[src/logic/nvp_pkg.sv]
// Constants and types of the parallel programming controller.
// Functional notes
// [RULE_01] Erase-all clears flash, EEPROM and lock bits.
// [RULE_02] Lock bits released only after flash erase.
// [RULE_03] Preserve fuse keeps EEPROM through erase-all.
// [RULE_04] Programmer erases all before any reprogramming.
// [RULE_05] Programmer may skip 0xFF writes after erase.
// [RULE_06] Command and address are retained between loads.
// [RULE_07] Command load: select 10, byte-select low, strobe.
// [RULE_08] Erase starts on write pulse; wait ready.
// [RULE_09] Decode flash write, EEPROM write, flash read.
// [RULE_10] Select 00 loads address byte, byte-select picks.
// [RULE_11] Select 01 loads data byte, byte-select picks.
// [RULE_12] Page latch, byte-select high, fills buffer word.
// [RULE_13] Repeat address, data, latch; then program page.
// [RULE_14] Low address bits word, high bits page.
// [RULE_15] Write pulse, byte-select low, programs page; wait.
// [RULE_16] No-operation command ends page programming.
// [RULE_17] EEPROM page: command, high, low, data, latch.
// [RULE_18] Read drives low/high byte while enable low.
// [RULE_19] Ready high when idle; busy ignores writes.
// [RULE_20] Device drives bus only during read enable.
`default_nettype none

package nvp_pkg;

    // Pin step time; each strobe phase lasts one step.
    localparam int CLK_MHZ = 100;
    localparam int STEP_NS = 100;
    localparam int STEP_CYC = (STEP_NS * CLK_MHZ + 999) / 1000;
    localparam int TICK_W = 8;
    // Steps to wait for busy after a write pulse.
    localparam int SETTLE_STEPS = 4;
    localparam int SETTLE_W = 4;

    // Command bytes.
    localparam logic [7:0] CMD_NOP = 8'h00;
    localparam logic [7:0] CMD_ERASE = 8'h80;
    localparam logic [7:0] CMD_WR_FLASH = 8'h10;
    localparam logic [7:0] CMD_WR_EEPROM = 8'h11;
    localparam logic [7:0] CMD_RD_FLASH = 8'h02;

    // Action select pair codes {hi, lo}.
    localparam logic [1:0] ACT_ADDR = 2'h0;
    localparam logic [1:0] ACT_DATA = 2'h1;
    localparam logic [1:0] ACT_CMD = 2'h2;
    localparam logic [1:0] ACT_IDLE = 2'h3;

    // Register map, byte offsets on the bus.
    localparam logic [3:0] OFS_CTRL = 4'h0;
    localparam logic [3:0] OFS_STATUS = 4'h4;

    // Control register fields.
    localparam int CTRL_DATA_LSB = 0;
    localparam int CTRL_BSEL_BIT = 8;
    localparam int CTRL_OP_LSB = 12;

    // Status register fields.
    localparam int ST_BUSY_BIT = 0;
    localparam int ST_READY_BIT = 1;
    localparam int ST_ERASED_BIT = 2;
    localparam int ST_REFUSED_BIT = 3;
    localparam int ST_RDATA_LSB = 8;
    localparam int ST_CMD_LSB = 16;

    // Reset values.
    localparam logic [7:0] RST_BYTE = 8'h00;
    localparam logic [31:0] RST_WORD = 32'h0000_0000;

    typedef enum logic [2:0] {
        OP_CMD = 3'h0,
        OP_ADDR = 3'h1,
        OP_DATA = 3'h2,
        OP_LATCH = 3'h3,
        OP_WRITE = 3'h4,
        OP_READ = 3'h5,
        OP_BAD6 = 3'h6,
        OP_BAD7 = 3'h7
    } nvp_op_e;

endpackage

`default_nettype wire

[src/logic/nvp_req_if.sv]
// Request and status bundle between the register slave and the pin sequencer.
`timescale 1ns/1ps
`default_nettype none

interface nvp_req_if;
    import nvp_pkg::*;
    logic req, bsel, busy, refused_evt, ready, erased;
    nvp_op_e op;
    logic [7:0] data, rd_data, cmd;

    modport regs (
        output req, op, bsel, data,
        input busy, refused_evt, ready, erased, rd_data, cmd
    );
    modport seq (
        input req, op, bsel, data,
        output busy, refused_evt, ready, erased, rd_data, cmd
    );
endinterface

`default_nettype wire

[src/logic/nvp_regs.sv]
// Classic Wishbone register slave that issues pin operations and shows status.
`timescale 1ns/1ps
`default_nettype none

module nvp_regs
    import nvp_pkg::*;
(
    // Clock and synchronised reset
    input wire logic mclk,
    input wire logic rst_sync_n,
    // Wishbone slave
    input wire logic wb_cyc,
    input wire logic wb_stb,
    input wire logic wb_we,
    input wire logic [3:0] wb_adr,
    input wire logic [3:0] wb_sel,
    input wire logic [31:0] wb_dat_i,
    output logic [31:0] wb_dat_o,
    output logic wb_ack,
    // Sequencer side
    nvp_req_if.regs rq
);

    logic access, wr_ctrl, wr_status, op_legal, refused;
    nvp_op_e req_op;

    assign access = wb_cyc && wb_stb && !wb_ack;
    assign wr_ctrl = access && wb_we && (wb_adr == OFS_CTRL) && wb_sel[1];
    assign wr_status = access && wb_we && (wb_adr == OFS_STATUS) && wb_sel[0];
    assign req_op = nvp_op_e'(wb_dat_i[CTRL_OP_LSB +: 3]);
    assign op_legal = (req_op != OP_BAD6) && (req_op != OP_BAD7);

    // Ack follows the strobe by one cycle and lasts one cycle.
    always_ff @(posedge mclk or negedge rst_sync_n) begin
        if (!rst_sync_n) begin
            wb_ack <= 1'h0;
        end else begin
            wb_ack <= access;
        end
    end

    always_ff @(posedge mclk or negedge rst_sync_n) begin
        if (!rst_sync_n) begin
            wb_dat_o <= RST_WORD;
        end else if (access && !wb_we) begin
            wb_dat_o <= RST_WORD;
            if (wb_adr == OFS_STATUS) begin
                wb_dat_o[ST_BUSY_BIT] <= rq.busy;
                wb_dat_o[ST_READY_BIT] <= rq.ready;
                wb_dat_o[ST_ERASED_BIT] <= rq.erased;
                wb_dat_o[ST_REFUSED_BIT] <= refused;
                wb_dat_o[ST_RDATA_LSB +: 8] <= rq.rd_data;
                wb_dat_o[ST_CMD_LSB +: 8] <= rq.cmd;
            end
        end
    end

    // A new operation is only handed over while the sequencer is idle.
    always_ff @(posedge mclk or negedge rst_sync_n) begin
        if (!rst_sync_n) begin
            rq.req <= 1'h0;
            rq.op <= OP_CMD;
            rq.bsel <= 1'h0;
            rq.data <= RST_BYTE;
        end else begin
            rq.req <= wr_ctrl && op_legal && !rq.busy; // RULE_19
            if (wr_ctrl && !rq.busy) begin
                rq.op <= req_op;
                rq.bsel <= wb_dat_i[CTRL_BSEL_BIT];
                if (wb_sel[0]) begin
                    rq.data <= wb_dat_i[CTRL_DATA_LSB +: 8];
                end
            end
        end
    end

    // Sticky refusal flag; a new refusal wins over a clear in the same cycle.
    always_ff @(posedge mclk or negedge rst_sync_n) begin
        if (!rst_sync_n) begin
            refused <= 1'h0;
        end else if ((wr_ctrl && (rq.busy || !op_legal)) || rq.refused_evt) begin
            refused <= 1'h1;
        end else if (wr_status && wb_dat_i[ST_REFUSED_BIT]) begin
            refused <= 1'h0;
        end
    end

endmodule

`default_nettype wire

[src/logic/nvp_host.sv]
// Parallel programming controller: bus registers plus the pin sequencer.
`timescale 1ns/1ps
`default_nettype none

module nvp_host
    import nvp_pkg::*;
(
    // Clock and reset
    input wire logic mclk,
    input wire logic rst_n,
    // Wishbone slave
    input wire logic wb_cyc,
    input wire logic wb_stb,
    input wire logic wb_we,
    input wire logic [3:0] wb_adr,
    input wire logic [3:0] wb_sel,
    input wire logic [31:0] wb_dat_i,
    output logic [31:0] wb_dat_o,
    output logic wb_ack,
    // Device control pins
    output logic action_select_hi,
    output logic action_select_lo,
    output logic byte_select,
    output logic load_strobe,
    output logic page_latch_strobe,
    output logic write_n,
    output logic out_enable_n,
    input wire logic ready_busy_n,
    // Device data bus, split into its three signals
    input wire logic [7:0] data_in,
    output logic [7:0] data_out,
    output logic data_oe
);

    typedef enum logic [2:0] {
        ST_IDLE = 3'h0,
        ST_SETUP = 3'h1,
        ST_STROBE = 3'h2,
        ST_HOLD = 3'h3,
        ST_RELEASE = 3'h4,
        ST_WAIT_LOW = 3'h5,
        ST_WAIT_HIGH = 3'h6
    } nvp_state_e;

    logic [1:0] rst_pipe;
    logic rst_sync_n;
    logic rdy_meta;
    logic rdy_sync;
    logic [7:0] din_meta;
    logic [7:0] din_sync;
    logic [TICK_W-1:0] tick_cnt;
    logic tick;
    logic [SETTLE_W-1:0] settle_cnt;
    nvp_state_e state;
    nvp_op_e cur_op;
    logic [7:0] cmd_loaded;
    logic erased;
    logic [7:0] rd_byte;
    logic prog_cmd;
    logic refuse_now;

    nvp_req_if rq ();

    nvp_regs u_regs (
        .mclk,
        .rst_sync_n,
        .wb_cyc,
        .wb_stb,
        .wb_we,
        .wb_adr,
        .wb_sel,
        .wb_dat_i,
        .wb_dat_o,
        .wb_ack,
        .rq(rq.regs)
    );

    // Reset is asserted at once and released through two flip-flops.
    always_ff @(posedge mclk or negedge rst_n) begin
        if (!rst_n) begin
            rst_pipe <= 2'h0;
        end else begin
            rst_pipe <= {rst_pipe[0], 1'h1};
        end
    end
    assign rst_sync_n = rst_pipe[1];

    // Pins from the device are asynchronous to mclk.
    always_ff @(posedge mclk or negedge rst_sync_n) begin
        if (!rst_sync_n) begin
            rdy_meta <= 1'h0;
            rdy_sync <= 1'h0;
            din_meta <= RST_BYTE;
            din_sync <= RST_BYTE;
        end else begin
            rdy_meta <= ready_busy_n;
            rdy_sync <= rdy_meta;
            din_meta <= data_in;
            din_sync <= din_meta;
        end
    end

    // Step divider, restarted per request
    // so the first setup step is full.
    always_ff @(posedge mclk or negedge rst_sync_n) begin
        if (!rst_sync_n) begin
            tick_cnt <= '0;
        end else if (rq.req || tick) begin
            tick_cnt <= '0;
        end else begin
            tick_cnt <= tick_cnt + TICK_W'(1);
        end
    end
    assign tick = (tick_cnt == TICK_W'(STEP_CYC - 1));

    // Only page-write commands need a preceding erase-all.
    assign prog_cmd = (cmd_loaded == CMD_WR_FLASH) || (cmd_loaded == CMD_WR_EEPROM);
    assign refuse_now = rq.req && (rq.op == OP_WRITE) && prog_cmd && !erased; // RULE_04

    // Sequencer: each operation starts with setup, strobe and hold, one step each.
    always_ff @(posedge mclk or negedge rst_sync_n) begin
        if (!rst_sync_n) begin
            state <= ST_IDLE;
            cur_op <= OP_CMD;
        end else begin
            case (state)
                ST_IDLE: begin
                    if (rq.req && !refuse_now) begin
                        state <= ST_SETUP;
                        cur_op <= rq.op;
                    end
                end

                ST_SETUP: begin
                    if (tick) begin
                        state <= ST_STROBE;
                    end
                end

                ST_STROBE: begin
                    if (tick) begin
                        state <= ST_HOLD;
                    end
                end

                ST_HOLD: begin
                    if (tick) begin
                        if (cur_op == OP_READ) begin
                            state <= ST_RELEASE;
                        end else if (cur_op == OP_WRITE) begin
                            state <= ST_WAIT_LOW;
                        end else begin
                            state <= ST_IDLE;
                        end
                    end
                end

                ST_RELEASE: begin
                    if (tick) begin
                        state <= ST_IDLE;
                    end
                end

                ST_WAIT_LOW: begin
                    // A fast device may already be done, so the wait for busy is bounded.
                    if (!rdy_sync || (tick && settle_cnt == SETTLE_W'(SETTLE_STEPS - 1))) begin
                        state <= ST_WAIT_HIGH;
                    end
                end

                ST_WAIT_HIGH: begin
                    if (rdy_sync) begin
                        state <= ST_IDLE; // RULE_08 RULE_15
                    end
                end

                default: begin
                    state <= ST_IDLE;
                end
            endcase
        end
    end

    always_ff @(posedge mclk or negedge rst_sync_n) begin
        if (!rst_sync_n) begin
            settle_cnt <= '0;
        end else if (state != ST_WAIT_LOW) begin
            settle_cnt <= '0;
        end else if (tick) begin
            settle_cnt <= settle_cnt + SETTLE_W'(1);
        end
    end

    // Select pins and data byte are set on acceptance and
    // held until the next op; a read turns the driver on again after its release step.
    always_ff @(posedge mclk or negedge rst_sync_n) begin
        if (!rst_sync_n) begin
            action_select_hi <= ACT_IDLE[1];
            action_select_lo <= ACT_IDLE[0];
            byte_select <= 1'h0;
            data_out <= RST_BYTE;
            data_oe <= 1'h1;
        end else if (state == ST_IDLE && rq.req && !refuse_now) begin
            data_out <= rq.data;
            data_oe <= (rq.op != OP_READ); // RULE_20
            {action_select_hi, action_select_lo} <= ACT_IDLE;
            case (rq.op)
                OP_CMD: begin
                    {action_select_hi, action_select_lo} <= ACT_CMD; // RULE_07
                    byte_select <= 1'h0;
                end

                OP_ADDR: begin
                    {action_select_hi, action_select_lo} <= ACT_ADDR; // RULE_10
                    byte_select <= rq.bsel;
                end

                OP_DATA: begin
                    {action_select_hi, action_select_lo} <= ACT_DATA; // RULE_11
                    byte_select <= rq.bsel;
                end

                OP_LATCH: begin
                    byte_select <= 1'h1; // RULE_12
                end

                OP_WRITE: begin
                    byte_select <= 1'h0; // RULE_15 RULE_17
                end

                OP_READ: begin
                    byte_select <= rq.bsel; // RULE_18
                end
                default: begin
                    byte_select <= 1'h0;
                end
            endcase
        end else if (state == ST_RELEASE && tick) begin
            // Drive again only one step after the device has seen enable high.
            data_oe <= 1'h1; // RULE_20
        end
    end

    // Strobes: active for exactly the strobe step.
    always_ff @(posedge mclk or negedge rst_sync_n) begin
        if (!rst_sync_n) begin
            load_strobe <= 1'h0;
            page_latch_strobe <= 1'h0;
            write_n <= 1'h1;
        end else if (state == ST_SETUP && tick) begin
            load_strobe <= (cur_op == OP_CMD) || (cur_op == OP_ADDR) || (cur_op == OP_DATA);
            page_latch_strobe <= (cur_op == OP_LATCH); // RULE_12 RULE_13
            write_n <= !(cur_op == OP_WRITE); // RULE_08 RULE_15
        end else if (state == ST_STROBE && tick) begin
            load_strobe <= 1'h0;
            page_latch_strobe <= 1'h0;
            write_n <= 1'h1;
        end
    end

    // Output enable spans strobe and hold; the byte is sampled at the end.
    always_ff @(posedge mclk or negedge rst_sync_n) begin
        if (!rst_sync_n) begin
            out_enable_n <= 1'h1;
            rd_byte <= RST_BYTE;
        end else if (state == ST_SETUP && tick && cur_op == OP_READ) begin
            out_enable_n <= 1'h0; // RULE_18
        end else if (state == ST_HOLD && tick && cur_op == OP_READ) begin
            rd_byte <= din_sync;
            out_enable_n <= 1'h1;
        end
    end

    // Copy of the command the device retains;
    // software reloads only on change.
    always_ff @(posedge mclk or negedge rst_sync_n) begin
        if (!rst_sync_n) begin
            cmd_loaded <= CMD_NOP;
        end else if (state == ST_STROBE && tick && cur_op == OP_CMD) begin
            cmd_loaded <= data_out; // RULE_06 RULE_09 RULE_16
        end
    end

    // Set once an erase-all has finished.
    always_ff @(posedge mclk or negedge rst_sync_n) begin
        if (!rst_sync_n) begin
            erased <= 1'h0;
        end else if (state == ST_WAIT_HIGH && rdy_sync && cmd_loaded == CMD_ERASE) begin
            erased <= 1'h1; // RULE_04 RULE_05
        end
    end

    assign rq.busy = (state != ST_IDLE);
    assign rq.refused_evt = refuse_now;
    assign rq.ready = rdy_sync;
    assign rq.erased = erased;
    assign rq.rd_data = rd_byte;
    assign rq.cmd = cmd_loaded;

endmodule

`default_nettype wire

[config.mk]
export PLATFORM = sky130hd
export DESIGN_NAME = nvp_host
export DESIGN_NICKNAME = d
export VERILOG_FILES = /design/src/logic/nvp_pkg.sv /design/src/logic/nvp_req_if.sv /design/src/logic/nvp_regs.sv /design/src/logic/nvp_host.sv
export SDC_FILE = /design/constraint.sdc
export NUM_CORES = 1
export LEC_CHECK = 0
export BUFFER_PORTS_ARGS = -buffer_cell sky130_fd_sc_hd__clkbuf_2
export CORE_ASPECT_RATIO = 1.1
export CORE_UTILIZATION = 45
export CTS_BUF_LIST = sky130_fd_sc_hd__clkbuf_4
export CTS_CLUSTER_DIAMETER = 150
export DETAILED_ROUTE_END_ITERATION = 16
export PLACE_DENSITY = 0.69
export SKIP_LAST_GASP = 1
export SYNTH_ARGS = -nofsm -noshare
export SYNTH_HDL_FRONTEND = slang
export SYNTH_SLANG_ARGS = --single-unit
[constraint.sdc]
create_clock -name mclk -period 4.05 [get_ports mclk]
set_clock_uncertainty 0.2 [all_clocks]
set_input_delay 0.6075 -clock mclk [delete_from_list [all_inputs] [get_ports mclk]]
set_output_delay 0.6075 -clock mclk [all_outputs]
set_load 0.005 [all_outputs]
Yosys cells after proc, flatten, opt, wreduce, memory -nomap -nowiden
Index checks and enable logic that the tools add are counted.
Storage, ports and cells
  register bits: 106
  latch bits: 0
  RAM bits: 0
  ROM bits: 0
  output and inout bits: 49
  logic and storage cells: 155
  memories: 0
Cells by class
  add/sub/neg operators: 2
  multiply operators: 0
  divide/modulo/power cells: 0
  order comparisons: 0
  equal/unequal tests: 33
  shift operators: 0
  multiplexer cells: 29
  bitwise operators: 1
  reductions and logical operators: 62
Operators by type and width (number)
  1-bit logical AND: 30
  3-bit 2-to-1 mux: 9
  3-bit == test, second input constant: 7
  3-bit case mux with 7 select lines: 1
  3-bit by 2-bit == test with 1-bit output, second input constant: 6
  8-bit by 5-bit == test with 1-bit output, second input constant: 2
  16-bit 2-to-1 mux: 1
  2-bit inequality test, second input constant: 7
  1-bit 2-to-1 mux: 13
  4-bit 2-to-1 mux: 3
  3-bit inequality test, second input constant: 4
  2-bit nonzero test: 5
  3-bit by 1-bit == test with 1-bit output, second input constant: 3
  3-bit zero test: 3
  8-bit by 1-bit adder with 8-bit output, second input constant: 1
  8-bit by 4-bit == test with 1-bit output, second input constant: 1
  8-bit == test, second input constant: 1
  1-bit zero test: 8
  8-bit 2-to-1 mux: 1
  1-bit logical OR: 7
  7-bit AND reduction: 1
  2-bit AND reduction: 3
  4-bit by 1-bit adder with 4-bit output, second input constant: 1
  4-bit by 2-bit == test with 1-bit output, second input constant: 1
  other kinds (7): 8

Logic depth before layout (Yosys ltp)
  depth in word-level cells: 8
  gate-level depth with buffers: 8
  depth with buffers taken out: 6

Cells and area by module
A second synthesis with hierarchy kept.
Unflattened totals
  cell total of the unflattened synthesis: 373
  area, all modules: 4458.0 µm²
Modules (own cells, without submodules)
  nvp_host: instances 1, cells an instance 230, area an instance 2924.1 µm²
  nvp_regs: instances 1, cells an instance 143, area an instance 1534.0 µm²

Least setup slack after synthesis
OpenSTA, ideal clock, no wires.
  path type: input port to flip-flop
  start point: in wb_adr[3]
  end point: reg u_regs.rq.data[0]
  setup time: 0.125 ns
  data arrival time: 1.686 ns
  data required time: 3.725 ns
  setup slack: 2.039 ns
  cell stages on the path: 4
  cells stage by stage: nor3_1 and3_1 nand4_1 mux2_2
Between the ends
  cells in the longest elaborated chain, start to end: 5
Ends and longest elaborated chain
  from (decl): RTL line nvp_host.sv:15  | input wire logic [3:0] wb_adr,
  4-bit zero test: RTL line nvp_regs.sv:28  | assign wr_ctrl = access && wb_we && (wb_adr == OFS_CTRL) && wb_sel[1];
  1-bit logical AND (2 in series): RTL line nvp_regs.sv:28
  1-bit logical AND: RTL line nvp_regs.sv:67  | if (wr_ctrl && !rq.busy) begin
  2-bit AND reduction (no line)
  to (signal assigned): RTL line nvp_regs.sv:71  | rq.data <= wb_dat_i[CTRL_DATA_LSB +: 8];
  to (decl): RTL line nvp_req_if.sv:12  | output req, op, bsel, data,
Every way passes these cells.
A chain may end at the register's enable or synchronous reset.

Final worst setup path
  start point: reg state[1]
  end point: reg cur_op[2]
Between the ends
  cells in the longest elaborated chain, start to end: 2
Ends and longest elaborated chain
  from (decl): RTL line nvp_host.sv:54  | nvp_state_e state;
  from (signal assigned): RTL line nvp_host.sv:123  | state <= ST_IDLE;
  from (signal assigned): RTL line nvp_host.sv:129  | state <= ST_SETUP;
  from (signal assigned): RTL line nvp_host.sv:136  | state <= ST_STROBE;
  3-bit zero test: RTL line nvp_host.sv:126  | case (state)
  2-bit AND reduction (no line)
  to (signal assigned): RTL line nvp_host.sv:130  | cur_op <= rq.op;
  to (decl): RTL line nvp_host.sv:55  | nvp_op_e cur_op;
Every way passes these cells.

==> run summary <==
Status = finished clean
Fin. Hold Viols = 0
Vias in the first global route = 2792
DRT Wirelength = 8000 µm
Total GRT Usage = 17.9%
Max-slew violations = 0
Synth Area in Compound Gates = 8.73%
Placed instance area = 4730 µm²
Placeable core region = 9350 µm²
Hold path start = ready_busy_n
CTS root buf = clkbuf_4
Fin util = 52.8%
CTS buffer count = 9
Syn Area/Cell = 13.5 µm²
Hold path depth = 1
Design area = 4940 µm²
Largest net degree at the start of global routing = 83
Post-synthesis register bit count = 106
CP Class = flop to flop
Power per cell area = 421 nW/µm²
Top cell type's share of synthesized area = 58.2%
Synthesized cell area = 4340 µm²
Routed wire per std cell = 15.5 µm
Synth area leaders = dfrtp_1 (58%), mux2_2 (8.8%), a22o_1 (4.0%)
CP Capture Type = flop
Crit path DAT = 2.76 ns
Final HPWL DP = 5610 µm
Area grow syn2layout = 13.6%
Initial antenna violation count = 0
Setup TNS = 0 ns
First-pass GRT wire length = 13700 µm
Clock buffer depth = 2
Iteration count of the initial detailed-routing pass = 4
Slew of the pin with the lowest slew margin = 1.01 ns
R2r startpoint = state[1]$_DFFE_PN0P_
CP required = 4.21 ns
RSZ-0062 raised after global routing = no
ANT cells = 0
Number of flops mapped to enable cells by yosys = 0
XOR/XNOR share of the synthesized area = 2.22%
Period minus WS final = 2.61 ns
Period utilization = 64.4%
Max VDD drop = 0.339 mV
Primary FF master, synth = dfrtp_1
Simple-gate area share of the yosys netlist = 10.4%
Largest family of logic cells by synthesized area = multiplexers
DR iter-0 viols = 142
Fmax = 0.384 GHz
Share of layout cells above drive strength 1 = 35.0%
DRT antenna net count = 0
Vias per Instance = 5.31
DRC errors left = 0
Hold buffers post-CTS = 1
# rows = 37
Mux contribution to synthesized area = 11.9%
Die X = 95.7 µm
I/O Pins = 103
Clock H-tree levels = 3
Die Span Y = 105 µm
Initial core utilization = 46.5%
Startpoint Class = flop
MaxCap Viol Count = 0
Share of the yosys chip area belonging to registers = 61.2%
R2R depth = 3
Netlist cell types = 52
Synth area leader = dfrtp_1
Die ar. = 10100 µm²
# port buffers = 68
Post_cts resized = 0
Clk sink count = 106
Asr flop ratio synth = 100%
CTS tree = yes
Synth Area in Adders = 0.864%
Clk_lat worst skew = 0.47 ns
Placer congestion estimate = 0.790
Fin cells = 517
Hold EP = rdy_meta$_DFF_PN0_
Vias = 2747
Cells after DPL = 495
Final nets = 452
Worst-path maximum fanout = 20
Pwr Total = 2.08 mW
Clk slew on worst S/H paths = 0.16 ns
Synth Warn # = 0
Mapped Cells = 321
FF-to-FF setup slack = 1.44 ns
Leak = 2.45 nW
Worst reg2reg endpoint = cur_op[2]$_DFFE_PN0P_
Rel. slew slack = 32.7%
Post-CTS Setup Repair Bufs = 0
Final Setup Violations = 0
Hold/Removal Path Class = input port to flop
GRT overflow = 0
final cells by class:
cell class / instances / area [µm²]
sequential: 106 / 2660
clock buffer: 9 / 67.6
multi-input combinational: 194 / 1530
clock inverter: 7 / 80.1
tap: 117 / 146
fill: 817 / 4420
inverter: 7 / 26.3
timing repair buffer: 77 / 423
routing by layer:
layer / part of all wire, % / GRT usage, %
met5: 0 / 0
met4: 1.9 / 6.82
met3: 5.0 / 4.37
met2: 50 / 27.4
met1: 44 / 24.6
metrics by stage:
step                hold WS (ns)  setup slack (ns)
floorplan                  0.112             0.687
global placement           0.133              1.50
detailed placement         0.135              1.47
CTS                      0.00138              1.43
global route             0.00195              1.30
finish                    0.0302              1.44
worst max path at each step:
stage / start / end / cells after the start / slack, ns
detailed placement: state[1]$_DFFE_PN0P_ / data_out[7]$_DFFE_PN0P_ / 3 / 1.47
floorplan: rst_pipe[1]$_DFF_PN0_ / byte_select$_DFFE_PN0P_ / 0 / 0.69
global route: state[1]$_DFFE_PN0P_ / cur_op[2]$_DFFE_PN0P_ / 3 / 1.30
finish: state[1]$_DFFE_PN0P_ / cur_op[2]$_DFFE_PN0P_ / 3 / 1.44
global placement: state[1]$_DFFE_PN0P_ / byte_select$_DFFE_PN0P_ / 3 / 1.50
CTS: state[1]$_DFFE_PN0P_ / cur_op[2]$_DFFE_PN0P_ / 3 / 1.43
state kept, by name, indices dropped and copies added, names as in the netlist, 2 cells and up:
register	flops
data_out	8
u_regs.rq.data	8
state	3
din_sync	8
cmd_loaded	8
rd_byte	8
din_meta	8
u_regs.rq.op	3
u_regs.wb_dat_o	20
rst_pipe	2
cur_op	3
tick_cnt	8
settle_cnt	4
placed cells by master, fill, tap and decap left out, types with 7 or more instances in the layout:
cell / count
a22o_1: 20
clkbuf_2: 68
clkbuf_4: 9
conb_1: 13
dfrtp_1: 100
inv_1: 7
mux2_2: 34
mux2_4: 7
nand2_1: 8
nand3_1: 9
nor2_1: 12
nor2b_1: 8
nor3_1: 11
xor2_1: 8
synth_stat cells (2+ instances only):
master,n
dfrtp_1,101
a21o_1,2
clkbuf_1,9
and3_1,6
inv_1,7
nand3_1,9
nand2b_1,2
buf_4,14
o2bb2ai_1,2
mux2i_1,3
mux2_2,34
o21ai_0,5
a21oi_1,3
nor3_1,11
xnor2_1,3
a32oi_1,3
nand2_1,8
ha_1,3
a31oi_1,3
mux2_4,7
xor2_1,8
nor2b_1,8
a22o_1,20
conb_1,2
nor4b_1,2
nand4_1,4
dfstp_2,5
nor2_1,12
o2111ai_1,2
where the power goes:
group	leakage [nW]	total (mW)	internal, mW	switching (mW)
combinational	0.986	0.301	0.137	0.164
clock	0.0813	0.561	0.200	0.361
sequential	1.39	1.22	1.12	0.0943
total	2.45	2.08	1.46	0.619
critical path: stages, from the launching register on:
cell and delay [ns]:
dfrtp_1 0.62, nor3_1 0.43, and3_1 0.84, mux2_2 0.41
cell families after synthesis:
family / Yosys count
muxes: 44
DFF: 106
buffers and inverters: 32
xor gates and xnor gates: 11
other: 2
adders and majority gates: 3
AOI/OAI and AO/OA: 48
and+or+nand+nor: 75
Power figures use the tool's default switching activity.
